===== src/logic/mscr_pkg.sv =====
package mscr_pkg;

    localparam int unsigned DATA_W     = 32;
    localparam int unsigned ADDR_W     = 8;
    localparam int unsigned POS_W      = 24;
    localparam int unsigned DIV_LOG_W  = 4;
    localparam int unsigned DIV_CNT_W  = 8;
    localparam int unsigned DIV_LOG_MAX = 8;
    localparam int unsigned STEP_BITS  = 4;

    localparam logic [ADDR_W-1:0] OFS_CTRL    = 8'h00;
    localparam logic [ADDR_W-1:0] OFS_POS     = 8'h04;
    localparam logic [ADDR_W-1:0] OFS_WIDTH   = 8'h08;
    localparam logic [ADDR_W-1:0] OFS_OFFSET  = 8'h0C;
    localparam logic [ADDR_W-1:0] OFS_DIV1    = 8'h10;
    localparam logic [ADDR_W-1:0] OFS_DIV2    = 8'h14;
    localparam logic [ADDR_W-1:0] OFS_EXTFREQ = 8'h18;
    localparam logic [ADDR_W-1:0] OFS_FMODE   = 8'h1C;
    localparam logic [ADDR_W-1:0] OFS_LEN1    = 8'h20;
    localparam logic [ADDR_W-1:0] OFS_LEN2    = 8'h24;
    localparam logic [ADDR_W-1:0] OFS_STATUS  = 8'h28;
    localparam logic [ADDR_W-1:0] OFS_CNT1    = 8'h2C;
    localparam logic [ADDR_W-1:0] OFS_CNT2    = 8'h30;

    localparam int unsigned CTRL_ENABLE = 0;
    localparam int unsigned CTRL_SOURCE = 1;
    localparam int unsigned CTRL_TYPE   = 2;
    localparam int unsigned CTRL_COMMON = 3;
    localparam int unsigned CTRL_EXT1   = 4;
    localparam int unsigned CTRL_EXT2   = 5;

    localparam int unsigned FMODE_CH1_LSB = 0;
    localparam int unsigned FMODE_CH2_LSB = 2;
    localparam logic [1:0] FMODE_STANDARD  = 2'h0;
    localparam logic [1:0] FMODE_ARBITRARY = 2'h1;
    localparam logic [1:0] FMODE_SEQUENCE  = 2'h2;
    localparam logic [1:0] FMODE_OTHER     = 2'h3;

    localparam logic [POS_W-1:0]     POS_RESET   = 24'h000000;
    localparam logic [POS_W-1:0]     WIDTH_MIN   = 24'h000010;
    localparam logic [POS_W-1:0]     LEN_RESET   = 24'h000400;
    localparam logic [DIV_LOG_W-1:0] DIV_RESET   = 4'h0;
    localparam logic [POS_W-1:0]     WAVEFORM_COMPLETE_MARKER_SAMPLES = 24'h000010;

    typedef struct packed {
        logic ext2;
        logic ext1;
        logic common;
        logic waveform_complete_marker;
        logic source;
        logic enable;
    } mscr_ctrl_t;

    localparam mscr_ctrl_t CTRL_RESET = '0;

    typedef enum logic [1:0] {
        WAVEFORM_COMPLETE_MARKER_IDLE   = 2'b01,
        WAVEFORM_COMPLETE_MARKER_ACTIVE = 2'b10
    } mscr_waveform_complete_marker_state_t;

endpackage


===== src/logic/mscr_clk_div.sv =====
`timescale 1ns/100ps
module mscr_clk_div
    import mscr_pkg::*;
(
    input  wire logic                 clock_i,
    input  wire logic                 reset_i,
    input  wire logic                 ce_i,
    input  wire logic                 ext_clk_i,
    input  wire logic [DIV_LOG_W-1:0] div_log_i,
    output logic                      tick_o
);
    logic                 ext_q;
    logic [DIV_CNT_W-1:0] cnt;
    logic [DIV_CNT_W-1:0] mask;
    logic                 rise;

    always_comb begin
        mask = DIV_CNT_W'((9'h001 << div_log_i) - 9'h001);
    end

    assign rise   = ext_clk_i & ~ext_q;
    // one tick every 2**div_log_i rising edges of the external clock
    assign tick_o = rise && ((cnt & mask) == mask);

    always_ff @(posedge clock_i or posedge reset_i) begin
        if (reset_i) begin
            ext_q <= 1'b0;
            cnt   <= '0;
        end else if (ce_i) begin
            ext_q <= ext_clk_i;
            if (rise) begin
                cnt <= cnt + 8'h01;
            end
        end
    end
endmodule // mscr_clk_div


===== src/logic/mscr_sample_ctr.sv =====
`timescale 1ns/100ps
module mscr_sample_ctr
    import mscr_pkg::*;
(
    input  wire logic             clock_i,
    input  wire logic             reset_i,
    input  wire logic             ce_i,
    input  wire logic             start_i,
    input  wire logic             run_i,
    input  wire logic             tick_i,
    input  wire logic [POS_W-1:0] len_i,
    input  wire logic [POS_W-1:0] load_i,
    output logic      [POS_W-1:0] pos_o,
    output logic                  last_o
);
    always_ff @(posedge clock_i or posedge reset_i) begin
        if (reset_i) begin
            pos_o  <= '0;
            last_o <= 1'b0;
        end else if (ce_i) begin
            last_o <= 1'b0;
            if (start_i) begin
                pos_o <= load_i;
            end else if (run_i && tick_i) begin
                if (pos_o >= len_i - 24'h000001) begin
                    pos_o  <= '0;
                    last_o <= 1'b1;
                end else begin
                    pos_o <= pos_o + 24'h000001;
                end
            end
        end
    end
endmodule // mscr_sample_ctr


===== src/logic/mscr_top.sv =====
// Contract
// - marker disabled after every power-up
// - disabled: no marker, indicator dark, driven low
// - marker source selectable on dual-channel builds
// - pulse or complete shapes; pulse min 16
// - complete marker ignores position and width
// - position in samples, 16-sample steps
// - default position is first sample
// - width 16 to length, 16-sample steps; upper end not capped at length, window cut at waveform end
// - common feed clocks both, locks second
// - second channel start offset, plus/minus length
// - offset inaccessible unless common feed
// - each channel picks internal or external clock
// - external clock only in arbitrary/sequence
// - external clock divided by 1..256 power-two
// - frequency setting gated by external selection
`timescale 1ns/100ps
module mscr_top
    import mscr_pkg::*;
#(
    parameter bit DUAL = 1'b1
) (
    input  wire logic              clock_i,
    input  wire logic              reset_i,
    input  wire logic              ce_i,
    input  wire logic [ADDR_W-1:0] addr_i,
    input  wire logic [DATA_W-1:0] wdata_i,
    input  wire logic              wr_i,
    input  wire logic              rd_i,
    output logic      [DATA_W-1:0] rdata_o,
    input  wire logic [1:0]        int_tick_i,
    input  wire logic              ext_clk_i,
    input  wire logic [1:0]        run_i,
    output logic      [1:0]        sample_tick_o,
    output logic                   marker_o,
    output logic                   led_o
);
    mscr_ctrl_t             ctrl;
    logic [POS_W-1:0]       mk_pos;
    logic [POS_W-1:0]       mk_width;
    logic signed [POS_W:0]  xoffset;
    logic [DIV_LOG_W-1:0]   div1;
    logic [DIV_LOG_W-1:0]   div2;
    logic [DATA_W-1:0]      ext_freq;
    logic                   ext_freq_set;
    logic [3:0]             fmode;
    logic [POS_W-1:0]       len1;
    logic [POS_W-1:0]       len2;
    logic [1:0]             ext_tick;
    logic [1:0]             tick;
    logic                   ext1_ok;
    logic                   ext2_ok;
    logic [1:0]             run_q;
    logic [1:0]             start;
    logic [POS_W-1:0]       pos1;
    logic [POS_W-1:0]       pos2;
    logic [1:0]             last;
    logic [POS_W-1:0]       len2_eff;
    logic [POS_W-1:0]       load2;
    logic                   run2;
    logic [POS_W-1:0]       sel_pos;
    logic [POS_W-1:0]       sel_len;
    logic                   sel_tick;
    logic                   sel_last;
    logic                   sel_run;
    logic                   in_window;
    mscr_waveform_complete_marker_state_t       wstate;
    logic [POS_W-1:0]       wcount;
    logic                   waveform_complete_marker_level;

    // the divider counter must hold 2**DIV_LOG_MAX rising edges
    if (DIV_CNT_W < DIV_LOG_MAX) begin : g_div_check
        $error("divider counter too narrow");
    end

    function automatic logic ext_allowed(input logic [1:0] m);
        return (m == FMODE_ARBITRARY) || (m == FMODE_SEQUENCE);
    endfunction

    function automatic logic [POS_W-1:0] step_floor(input logic [DATA_W-1:0] v);
        return {v[POS_W-1:STEP_BITS], {STEP_BITS{1'b0}}};
    endfunction

    // write side
    always_ff @(posedge clock_i or posedge reset_i) begin
        if (reset_i) begin
            ctrl <= CTRL_RESET;
        end else if (ce_i && wr_i && addr_i == OFS_CTRL) begin
            ctrl.enable <= wdata_i[CTRL_ENABLE];
            ctrl.source <= DUAL ? wdata_i[CTRL_SOURCE] : 1'b0;
            ctrl.waveform_complete_marker   <= wdata_i[CTRL_TYPE];
            ctrl.common <= DUAL ? wdata_i[CTRL_COMMON] : 1'b0;
            ctrl.ext1   <= wdata_i[CTRL_EXT1] && ext_allowed(fmode[FMODE_CH1_LSB +: 2]);
            if (!ctrl.common || !wdata_i[CTRL_COMMON] || !DUAL) begin
                ctrl.ext2 <= DUAL && !wdata_i[CTRL_COMMON] && wdata_i[CTRL_EXT2]
                             && ext_allowed(fmode[FMODE_CH2_LSB +: 2]);
            end else begin
                ctrl.ext2 <= 1'b0;
            end
        end
    end

    always_ff @(posedge clock_i or posedge reset_i) begin
        if (reset_i) begin
            mk_pos   <= POS_RESET;
            mk_width <= WIDTH_MIN;
        end else if (ce_i && wr_i) begin
            if (addr_i == OFS_POS) begin
                mk_pos <= step_floor(wdata_i);
            end else if (addr_i == OFS_WIDTH) begin
                if (step_floor(wdata_i) < WIDTH_MIN) begin
                    mk_width <= WIDTH_MIN;
                end else begin
                    mk_width <= step_floor(wdata_i);
                end
            end
        end
    end

    always_ff @(posedge clock_i or posedge reset_i) begin
        if (reset_i) begin
            xoffset <= '0;
        end else if (ce_i && wr_i && addr_i == OFS_OFFSET && ctrl.common) begin
            xoffset <= $signed(wdata_i[POS_W:0]);
        end
    end

    always_ff @(posedge clock_i or posedge reset_i) begin
        if (reset_i) begin
            div1 <= DIV_RESET;
            div2 <= DIV_RESET;
            fmode <= '0;
            len1 <= LEN_RESET;
            len2 <= LEN_RESET;
        end else if (ce_i && wr_i) begin
            if (addr_i == OFS_DIV1) begin
                if (wdata_i[DIV_LOG_W-1:0] <= DIV_LOG_W'(DIV_LOG_MAX)) begin
                    div1 <= wdata_i[DIV_LOG_W-1:0];
                end
            end else if (addr_i == OFS_DIV2) begin
                if (!ctrl.common && DUAL
                    && wdata_i[DIV_LOG_W-1:0] <= DIV_LOG_W'(DIV_LOG_MAX)) begin
                    div2 <= wdata_i[DIV_LOG_W-1:0];
                end
            end else if (addr_i == OFS_FMODE) begin
                fmode <= wdata_i[3:0];
            end else if (addr_i == OFS_LEN1) begin
                len1 <= (wdata_i[POS_W-1:0] == '0) ? LEN_RESET : wdata_i[POS_W-1:0];
            end else if (addr_i == OFS_LEN2) begin
                if (!ctrl.common && DUAL) begin
                    len2 <= (wdata_i[POS_W-1:0] == '0) ? LEN_RESET : wdata_i[POS_W-1:0];
                end
            end
        end
    end

    // frequency setting only while some channel asks for the external clock
    always_ff @(posedge clock_i or posedge reset_i) begin
        if (reset_i) begin
            ext_freq     <= '0;
            ext_freq_set <= 1'b0;
        end else if (ce_i) begin
            if (!ext1_ok && !ext2_ok) begin
                ext_freq_set <= 1'b0;
            end else if (wr_i && addr_i == OFS_EXTFREQ) begin
                ext_freq     <= wdata_i;
                ext_freq_set <= 1'b1;
            end
        end
    end

    // read side
    always_ff @(posedge clock_i or posedge reset_i) begin
        if (reset_i) begin
            rdata_o <= '0;
        end else if (ce_i) begin
            rdata_o <= '0;
            if (rd_i) begin
                if (addr_i == OFS_CTRL) begin
                    rdata_o <= DATA_W'(ctrl);
                end else if (addr_i == OFS_POS) begin
                    rdata_o <= DATA_W'(mk_pos);
                end else if (addr_i == OFS_WIDTH) begin
                    rdata_o <= DATA_W'(mk_width);
                end else if (addr_i == OFS_OFFSET) begin
                    rdata_o <= ctrl.common ? DATA_W'(xoffset) : '0;
                end else if (addr_i == OFS_DIV1) begin
                    rdata_o <= DATA_W'(div1);
                end else if (addr_i == OFS_DIV2) begin
                    rdata_o <= DATA_W'(div2);
                end else if (addr_i == OFS_EXTFREQ) begin
                    rdata_o <= (ext1_ok || ext2_ok) ? ext_freq : '0;
                end else if (addr_i == OFS_FMODE) begin
                    rdata_o <= DATA_W'(fmode);
                end else if (addr_i == OFS_LEN1) begin
                    rdata_o <= DATA_W'(len1);
                end else if (addr_i == OFS_LEN2) begin
                    rdata_o <= DATA_W'(len2);
                end else if (addr_i == OFS_STATUS) begin
                    rdata_o <= DATA_W'({ext_freq_set && (ext1_ok || ext2_ok),
                                        ext2_ok, ext1_ok, marker_o});
                end else if (addr_i == OFS_CNT1) begin
                    rdata_o <= DATA_W'(pos1);
                end else if (addr_i == OFS_CNT2) begin
                    rdata_o <= DATA_W'(pos2);
                end
            end
        end
    end

    // sample clock routing
    assign ext1_ok = ctrl.ext1 && ext_allowed(fmode[FMODE_CH1_LSB +: 2]);
    assign ext2_ok = ctrl.ext2 && !ctrl.common
                     && ext_allowed(fmode[FMODE_CH2_LSB +: 2]);

    mscr_clk_div u_div1 (
        .clock_i   (clock_i),
        .reset_i   (reset_i),
        .ce_i      (ce_i),
        .ext_clk_i (ext_clk_i),
        .div_log_i (div1),
        .tick_o    (ext_tick[0])
    );

    mscr_clk_div u_div2 (
        .clock_i   (clock_i),
        .reset_i   (reset_i),
        .ce_i      (ce_i),
        .ext_clk_i (ext_clk_i),
        .div_log_i (div2),
        .tick_o    (ext_tick[1])
    );

    always_comb begin
        tick[0] = ext1_ok ? (ext_tick[0] && ext_freq_set) : int_tick_i[0];
        if (ctrl.common) begin
            tick[1] = tick[0];
        end else begin
            tick[1] = ext2_ok ? (ext_tick[1] && ext_freq_set) : int_tick_i[1];
        end
    end

    assign sample_tick_o = ce_i ? tick : 2'b00;

    // playback position
    assign run2     = ctrl.common ? run_i[0] : run_i[1];
    assign len2_eff = ctrl.common ? len1 : len2;

    always_ff @(posedge clock_i or posedge reset_i) begin
        if (reset_i) begin
            run_q <= '0;
        end else if (ce_i) begin
            run_q <= {run2, run_i[0]};
        end
    end

    assign start = {run2 & ~run_q[1], run_i[0] & ~run_q[0]};

    // second channel lags the first by the offset, wrapped into the waveform
    always_comb begin
        load2 = '0;
        if (ctrl.common && xoffset != '0) begin
            if (xoffset > 0) begin
                if (xoffset[POS_W-1:0] < len2_eff) begin
                    load2 = len2_eff - xoffset[POS_W-1:0];
                end
            end else if (POS_W'(-xoffset) < len2_eff) begin
                load2 = POS_W'(-xoffset);
            end
        end
    end

    mscr_sample_ctr u_ctr1 (
        .clock_i (clock_i),
        .reset_i (reset_i),
        .ce_i    (ce_i),
        .start_i (start[0]),
        .run_i   (run_i[0]),
        .tick_i  (tick[0]),
        .len_i   (len1),
        .load_i  ('0),
        .pos_o   (pos1),
        .last_o  (last[0])
    );

    mscr_sample_ctr u_ctr2 (
        .clock_i (clock_i),
        .reset_i (reset_i),
        .ce_i    (ce_i),
        .start_i (start[1]),
        .run_i   (run2),
        .tick_i  (tick[1]),
        .len_i   (len2_eff),
        .load_i  (load2),
        .pos_o   (pos2),
        .last_o  (last[1])
    );

    // marker source
    always_comb begin
        if (ctrl.source && DUAL) begin
            sel_pos  = pos2;
            sel_len  = len2_eff;
            sel_tick = tick[1];
            sel_last = last[1];
            sel_run  = run2;
        end else begin
            sel_pos  = pos1;
            sel_len  = len1;
            sel_tick = tick[0];
            sel_last = last[0];
            sel_run  = run_i[0];
        end
    end

    // window re-evaluated each repetition as the counter wraps
    assign in_window = sel_run && (sel_pos >= mk_pos)
                       && ({1'b0, sel_pos} < ({1'b0, mk_pos} + {1'b0, mk_width}))
                       && (sel_pos < sel_len);

    always_ff @(posedge clock_i or posedge reset_i) begin
        if (reset_i) begin
            wstate <= WAVEFORM_COMPLETE_MARKER_IDLE;
            wcount <= '0;
        end else if (ce_i) begin
            case (wstate)
                WAVEFORM_COMPLETE_MARKER_IDLE: begin
                    if (sel_last) begin
                        wstate <= WAVEFORM_COMPLETE_MARKER_ACTIVE;
                        wcount <= '0;
                    end
                end
                WAVEFORM_COMPLETE_MARKER_ACTIVE: begin
                    if (sel_tick) begin
                        if (wcount >= WAVEFORM_COMPLETE_MARKER_SAMPLES - 24'h000001) begin
                            wstate <= WAVEFORM_COMPLETE_MARKER_IDLE;
                        end else begin
                            wcount <= wcount + 24'h000001;
                        end
                    end
                end
                default: begin
                    wstate <= WAVEFORM_COMPLETE_MARKER_IDLE;
                end
            endcase
        end
    end

    assign waveform_complete_marker_level = (wstate == WAVEFORM_COMPLETE_MARKER_ACTIVE);

    always_ff @(posedge clock_i or posedge reset_i) begin
        if (reset_i) begin
            marker_o <= 1'b0;
            led_o    <= 1'b0;
        end else if (ce_i) begin
            led_o <= ctrl.enable;
            if (!ctrl.enable) begin
                marker_o <= 1'b0;
            end else if (ctrl.waveform_complete_marker) begin
                marker_o <= waveform_complete_marker_level;
            end else begin
                marker_o <= in_window;
            end
        end
    end
endmodule // mscr_top


===== config.mk =====
export PLATFORM = sky130hd
export DESIGN_NAME = mscr_top
export DESIGN_NICKNAME = d
export VERILOG_FILES = /design/src/logic/mscr_pkg.sv /design/src/logic/mscr_clk_div.sv /design/src/logic/mscr_sample_ctr.sv /design/src/logic/mscr_top.sv
export SDC_FILE = /design/constraint.sdc
export NUM_CORES = 1
export LEC_CHECK = 0
export BUFFER_PORTS_ARGS = -buffer_cell sky130_fd_sc_hd__buf_2
export CAP_MARGIN = 0
export CORE_ASPECT_RATIO = 2
export CORE_MARGIN = 2
export CORE_UTILIZATION = 51
export DETAILED_ROUTE_END_ITERATION = 10
export PLACE_DENSITY = 0.78
export SLEW_MARGIN = 0
export SYNTH_ARGS = -nofsm -noshare
export SYNTH_HDL_FRONTEND = slang
export SYNTH_HIERARCHICAL = 1
export SYNTH_SLANG_ARGS = --single-unit
export TNS_END_PERCENT = 10

===== constraint.sdc =====
create_clock -name clock_i -period 7.2 [get_ports clock_i]
set_input_delay 1.44 -clock clock_i [delete_from_list [all_inputs] [get_ports clock_i]]
set_output_delay 1.44 -clock clock_i [all_outputs]
set_load 0.005 [all_outputs]

==> results.sh <==
export IMPL_final_setup_viol_count=0
export IMPL_p_per_area_nw_per_um2=244.3
export IMPL_rsz0062_at_grt="false"
export IMPL_period_needed_ns=5.741
export IMPL_rows=108
export IMPL_placed_area_um2=23430
export IMPL_reg2reg_from="ctrl[3]$_DFFE_PP0P_"
export IMPL_hold_class="reg2reg"
export IMPL_die_area_um2=45790
export IMPL_criticalPathCategory="reg2reg"
export IMPL_slew_headroom_pct=17.97
export IMPL_hold_violations=0
export IMPL_setup_slack_ns=1.459
export IMPL_fin_hold_ws_ns=0.4685
export IMPL_drt_wl_total_mm=74.17
export IMPL_drt_iter0_drc=1582
export IMPL_drt_pass1_iterations=6
export IMPL_portBuffers=85
export IMPL_yosysWarnings=6
export IMPL_drc=0
export IMPL_synth_area_top_cells="dfrtp_1, ha_1, mux2_2, a21oi_1, nand2_1"
export IMPL_antennaDiodeCount=0
export IMPL_syn_inst=2443
export IMPL_grt_usage_pct=31.76
export IMPL_setup_tns_ns=0
export IMPL_drt_vias_per_instance=6.677
export IMPL_dp_slack_ns=1.514
export IMPL_area_delta_synth_final_pct=8.538
export IMPL_synth_seq_area_share_pct=32.81
export IMPL_final_core_util_pct=56.14
export IMPL_crit_chain="mux2i_1, inv_1, nor4_1, nand4_1, nor2_1, nand2_1, nor3_1, xnor2_1, ha_1, nand4_1, nor3_1, nand3_1, o41ai_4, buf_4, nor3_1, a311o_1"
export IMPL_vdd_ir_drop_max_uv=205.6
export IMPL_hpwl_mm=56.91
export IMPL_avgSynthCellArea_um2=9.183
export IMPL_coreArea_um2=43380
export IMPL_maxSlewViolCount=0
export IMPL_grt_pass1_wl_mm=115.1
export IMPL_finish_instance_area_um2=24350
export IMPL_max_clock_path_buffers=3
export IMPL_cts_made_buffers=28
export IMPL_drv_cap=0
export IMPL_synth_most_common_cell="dfrtp_1"
export IMPL_synthArstFlopShare_pct=100.0
export IMPL_critPathSlowestCell="dfrtp_2"
export IMPL_cp_common_cell="nor3_1"
export IMPL_grt_ovfl_total=0
export IMPL_cp_startpoint="ctrl[3]$_DFFE_PP0P_"
export IMPL_p_leak_nw=11.24
export IMPL_initial_core_util_pct=51.72
export IMPL_synth_cell_type_count=101
export IMPL_critPathCapture="u_ctr2/pos_o[10]$_DFFE_PP0P_"
export IMPL_numClockSinks=294
export IMPL_yosysTopAreaCellShare_pct=32.35
export IMPL_clock_skew_ns=0.03436
export IMPL_outcome="completed"
export IMPL_drive_gt1_share_pct=16.20
export IMPL_tightest_slew_ns=1.219
export IMPL_fillers=3847
export IMPL_post_cts_buffers=0
export IMPL_postRouteAntennaNets=0
export IMPL_hold_buffers=0
export IMPL_crit_arrival_ns=6.23
export IMPL_dieWidth_um=152.3
export IMPL_grt_pass1_vias=21070
export IMPL_syn_cell_area_um2=22440
export IMPL_max_freq_ghz=0.1742
export IMPL_yosys_area_top_type="dfrtp_1"
export IMPL_r2r_end="u_ctr2/pos_o[10]$_DFFE_PP0P_"
export IMPL_synth_edf_count=0
export IMPL_crit_path_end_kind="flip-flop"
export IMPL_final_nets=2737
export IMPL_wl_per_cell_um=24.17
export IMPL_final_period_utilization_pct=79.73
export IMPL_cp_max_fo=24
export IMPL_synth_ff_type="dfrtp_1"
export IMPL_antenna_found_initial=0
export IMPL_die_h_um=300.6
export IMPL_r2r_slack_ns=1.46
export IMPL_worst_r2r_path_depth=16
export IMPL_ys_ff_latch=294
export IMPL_num_vias=20490
export IMPL_required_ns=7.69
export IMPL_regArea_um2=7363
export IMPL_ios=86
export IMPL_cts_resized_gates=0
export IMPL_grt_max_degree=152
export IMPL_clk_pin_slew_ns=0.07
export IMPL_h_tree_depth=1
export IMPL_slowest_delay_ns=0.69
export IMPL_cts_root_buf="clkbuf_16"
export IMPL_start_kind="flip-flop"
export IMPL_clk_latency_ns=0.61
export IMPL_synthTopCellsByCount="dfrtp_1, ha_1, mux2_2"
export IMPL_multi_input_area_um2=14200
export IMPL_cts_tree="yes"
export IMPL_gp_congestion=1.048
[sequential cells by signal, indices dropped and copies added, names as in the netlist, 2 cells and up]
signal	count
ext_freq	32
rdata_o	32
xoffset	25
len1	24
len2	24
u_ctr1/pos_o	24
u_ctr2/pos_o	24
wcount	24
mk_pos	20
mk_width	20
u_div1/cnt	8
u_div2/cnt	8
ctrl	6
div1	4
div2	4
fmode	4
run_q	2
wstate	2
[how the worst min path moves through the flow]
stage | startpoint | slack (ns) | endpoint | depth (start not counted)
after floorplan | u_div1/cnt[7]$_DFFE_PP0P_ | 0.44 | u_div1/cnt[7]$_DFFE_PP0P_ | 1
after global placement | u_div1/cnt[7]$_DFFE_PP0P_ | 0.46 | u_div1/cnt[7]$_DFFE_PP0P_ | 1
final | u_div1/cnt[7]$_DFFE_PP0P_ | 0.47 | u_div1/cnt[7]$_DFFE_PP0P_ | 1
after detailed placement | u_div1/cnt[7]$_DFFE_PP0P_ | 0.46 | u_div1/cnt[7]$_DFFE_PP0P_ | 1
after global routing | u_div1/cnt[7]$_DFFE_PP0P_ | 0.49 | u_div1/cnt[7]$_DFFE_PP0P_ | 1
after CTS | u_div1/cnt[7]$_DFFE_PP0P_ | 0.48 | u_div1/cnt[7]$_DFFE_PP0P_ | 1
[critical path: cells and delay by family, from the launching register on]
kind / cells / cell delay, ns
DFF: 1 / 0.69
buffers and inverters: 2 / 0.50
muxes: 1 / 0.39
xor gates and xnor gates: 1 / 0.11
adders and majority gates: 1 / 0.30
and+or+nand+nor: 9 / 2.93
AOI/OAI and AO/OA: 2 / 0.68
[cells in the final DEF (no fill, tap or decap), types with 41 or more instances in the layout]
master   Yosys  final
a21oi_1    172    172
buf_2       18     84
dfrtp_1    290    289
ha_1       188    188
inv_1      143    142
mux2_2     183    183
nand2_1    180    180
nand3_1     70     70
nor2_1     161    159
nor3_1      62     62
o21ai_0     79     78
xnor2_1     75     75
xor2_1      41     41
[stage by stage]
step           instances  power, mW
2_1_floorplan       2466      3.627
3_3_place_gp        3016      4.287
3_5_place_dp        3016      4.391
4_1_cts             3067      5.913
5_1_grt             3068      6.271
6_report            3068      5.950
[final cells by class]
type	count	share of cell area (%)
repair buffers	112	2.641
clock buffers	38	3.196
inverters	143	2.220
flip-flops and latches	294	30.24
multi-input cells	1918	58.32
clock inverters	13	0.5601
well taps	550	2.826
[cell families (layout without fill, tap and decap cells)]
family	Yosys count	after routing	share of synthesized area (%)
buffers and inverters	254	306	4.450
other	1	24	0.01671
adders and majority gates	190	190	10.66
AOI/OAI and AO/OA	615	615	19.11
muxes	213	213	10.52
xor gates and xnor gates	116	116	4.528
and+or+nand+nor	760	760	17.89
DFF	294	294	32.81
[power by group]
group / switching [mW] / internal [mW] / leakage [nW]
clock: 0.716 / 0.804 / 0.436
sequential: 0.455 / 1.83 / 3.89
combinational: 1.27 / 0.879 / 6.92
total: 2.44 / 3.51 / 11.2
[metal layers]
layer	global-route usage [%]	part of all wire, %
met1	34.16	35
met2	57.18	51
met3	3.224	5.5
met4	24.03	8.4
met5	0	0
Note: power is estimated with default switching activity, not from simulation.
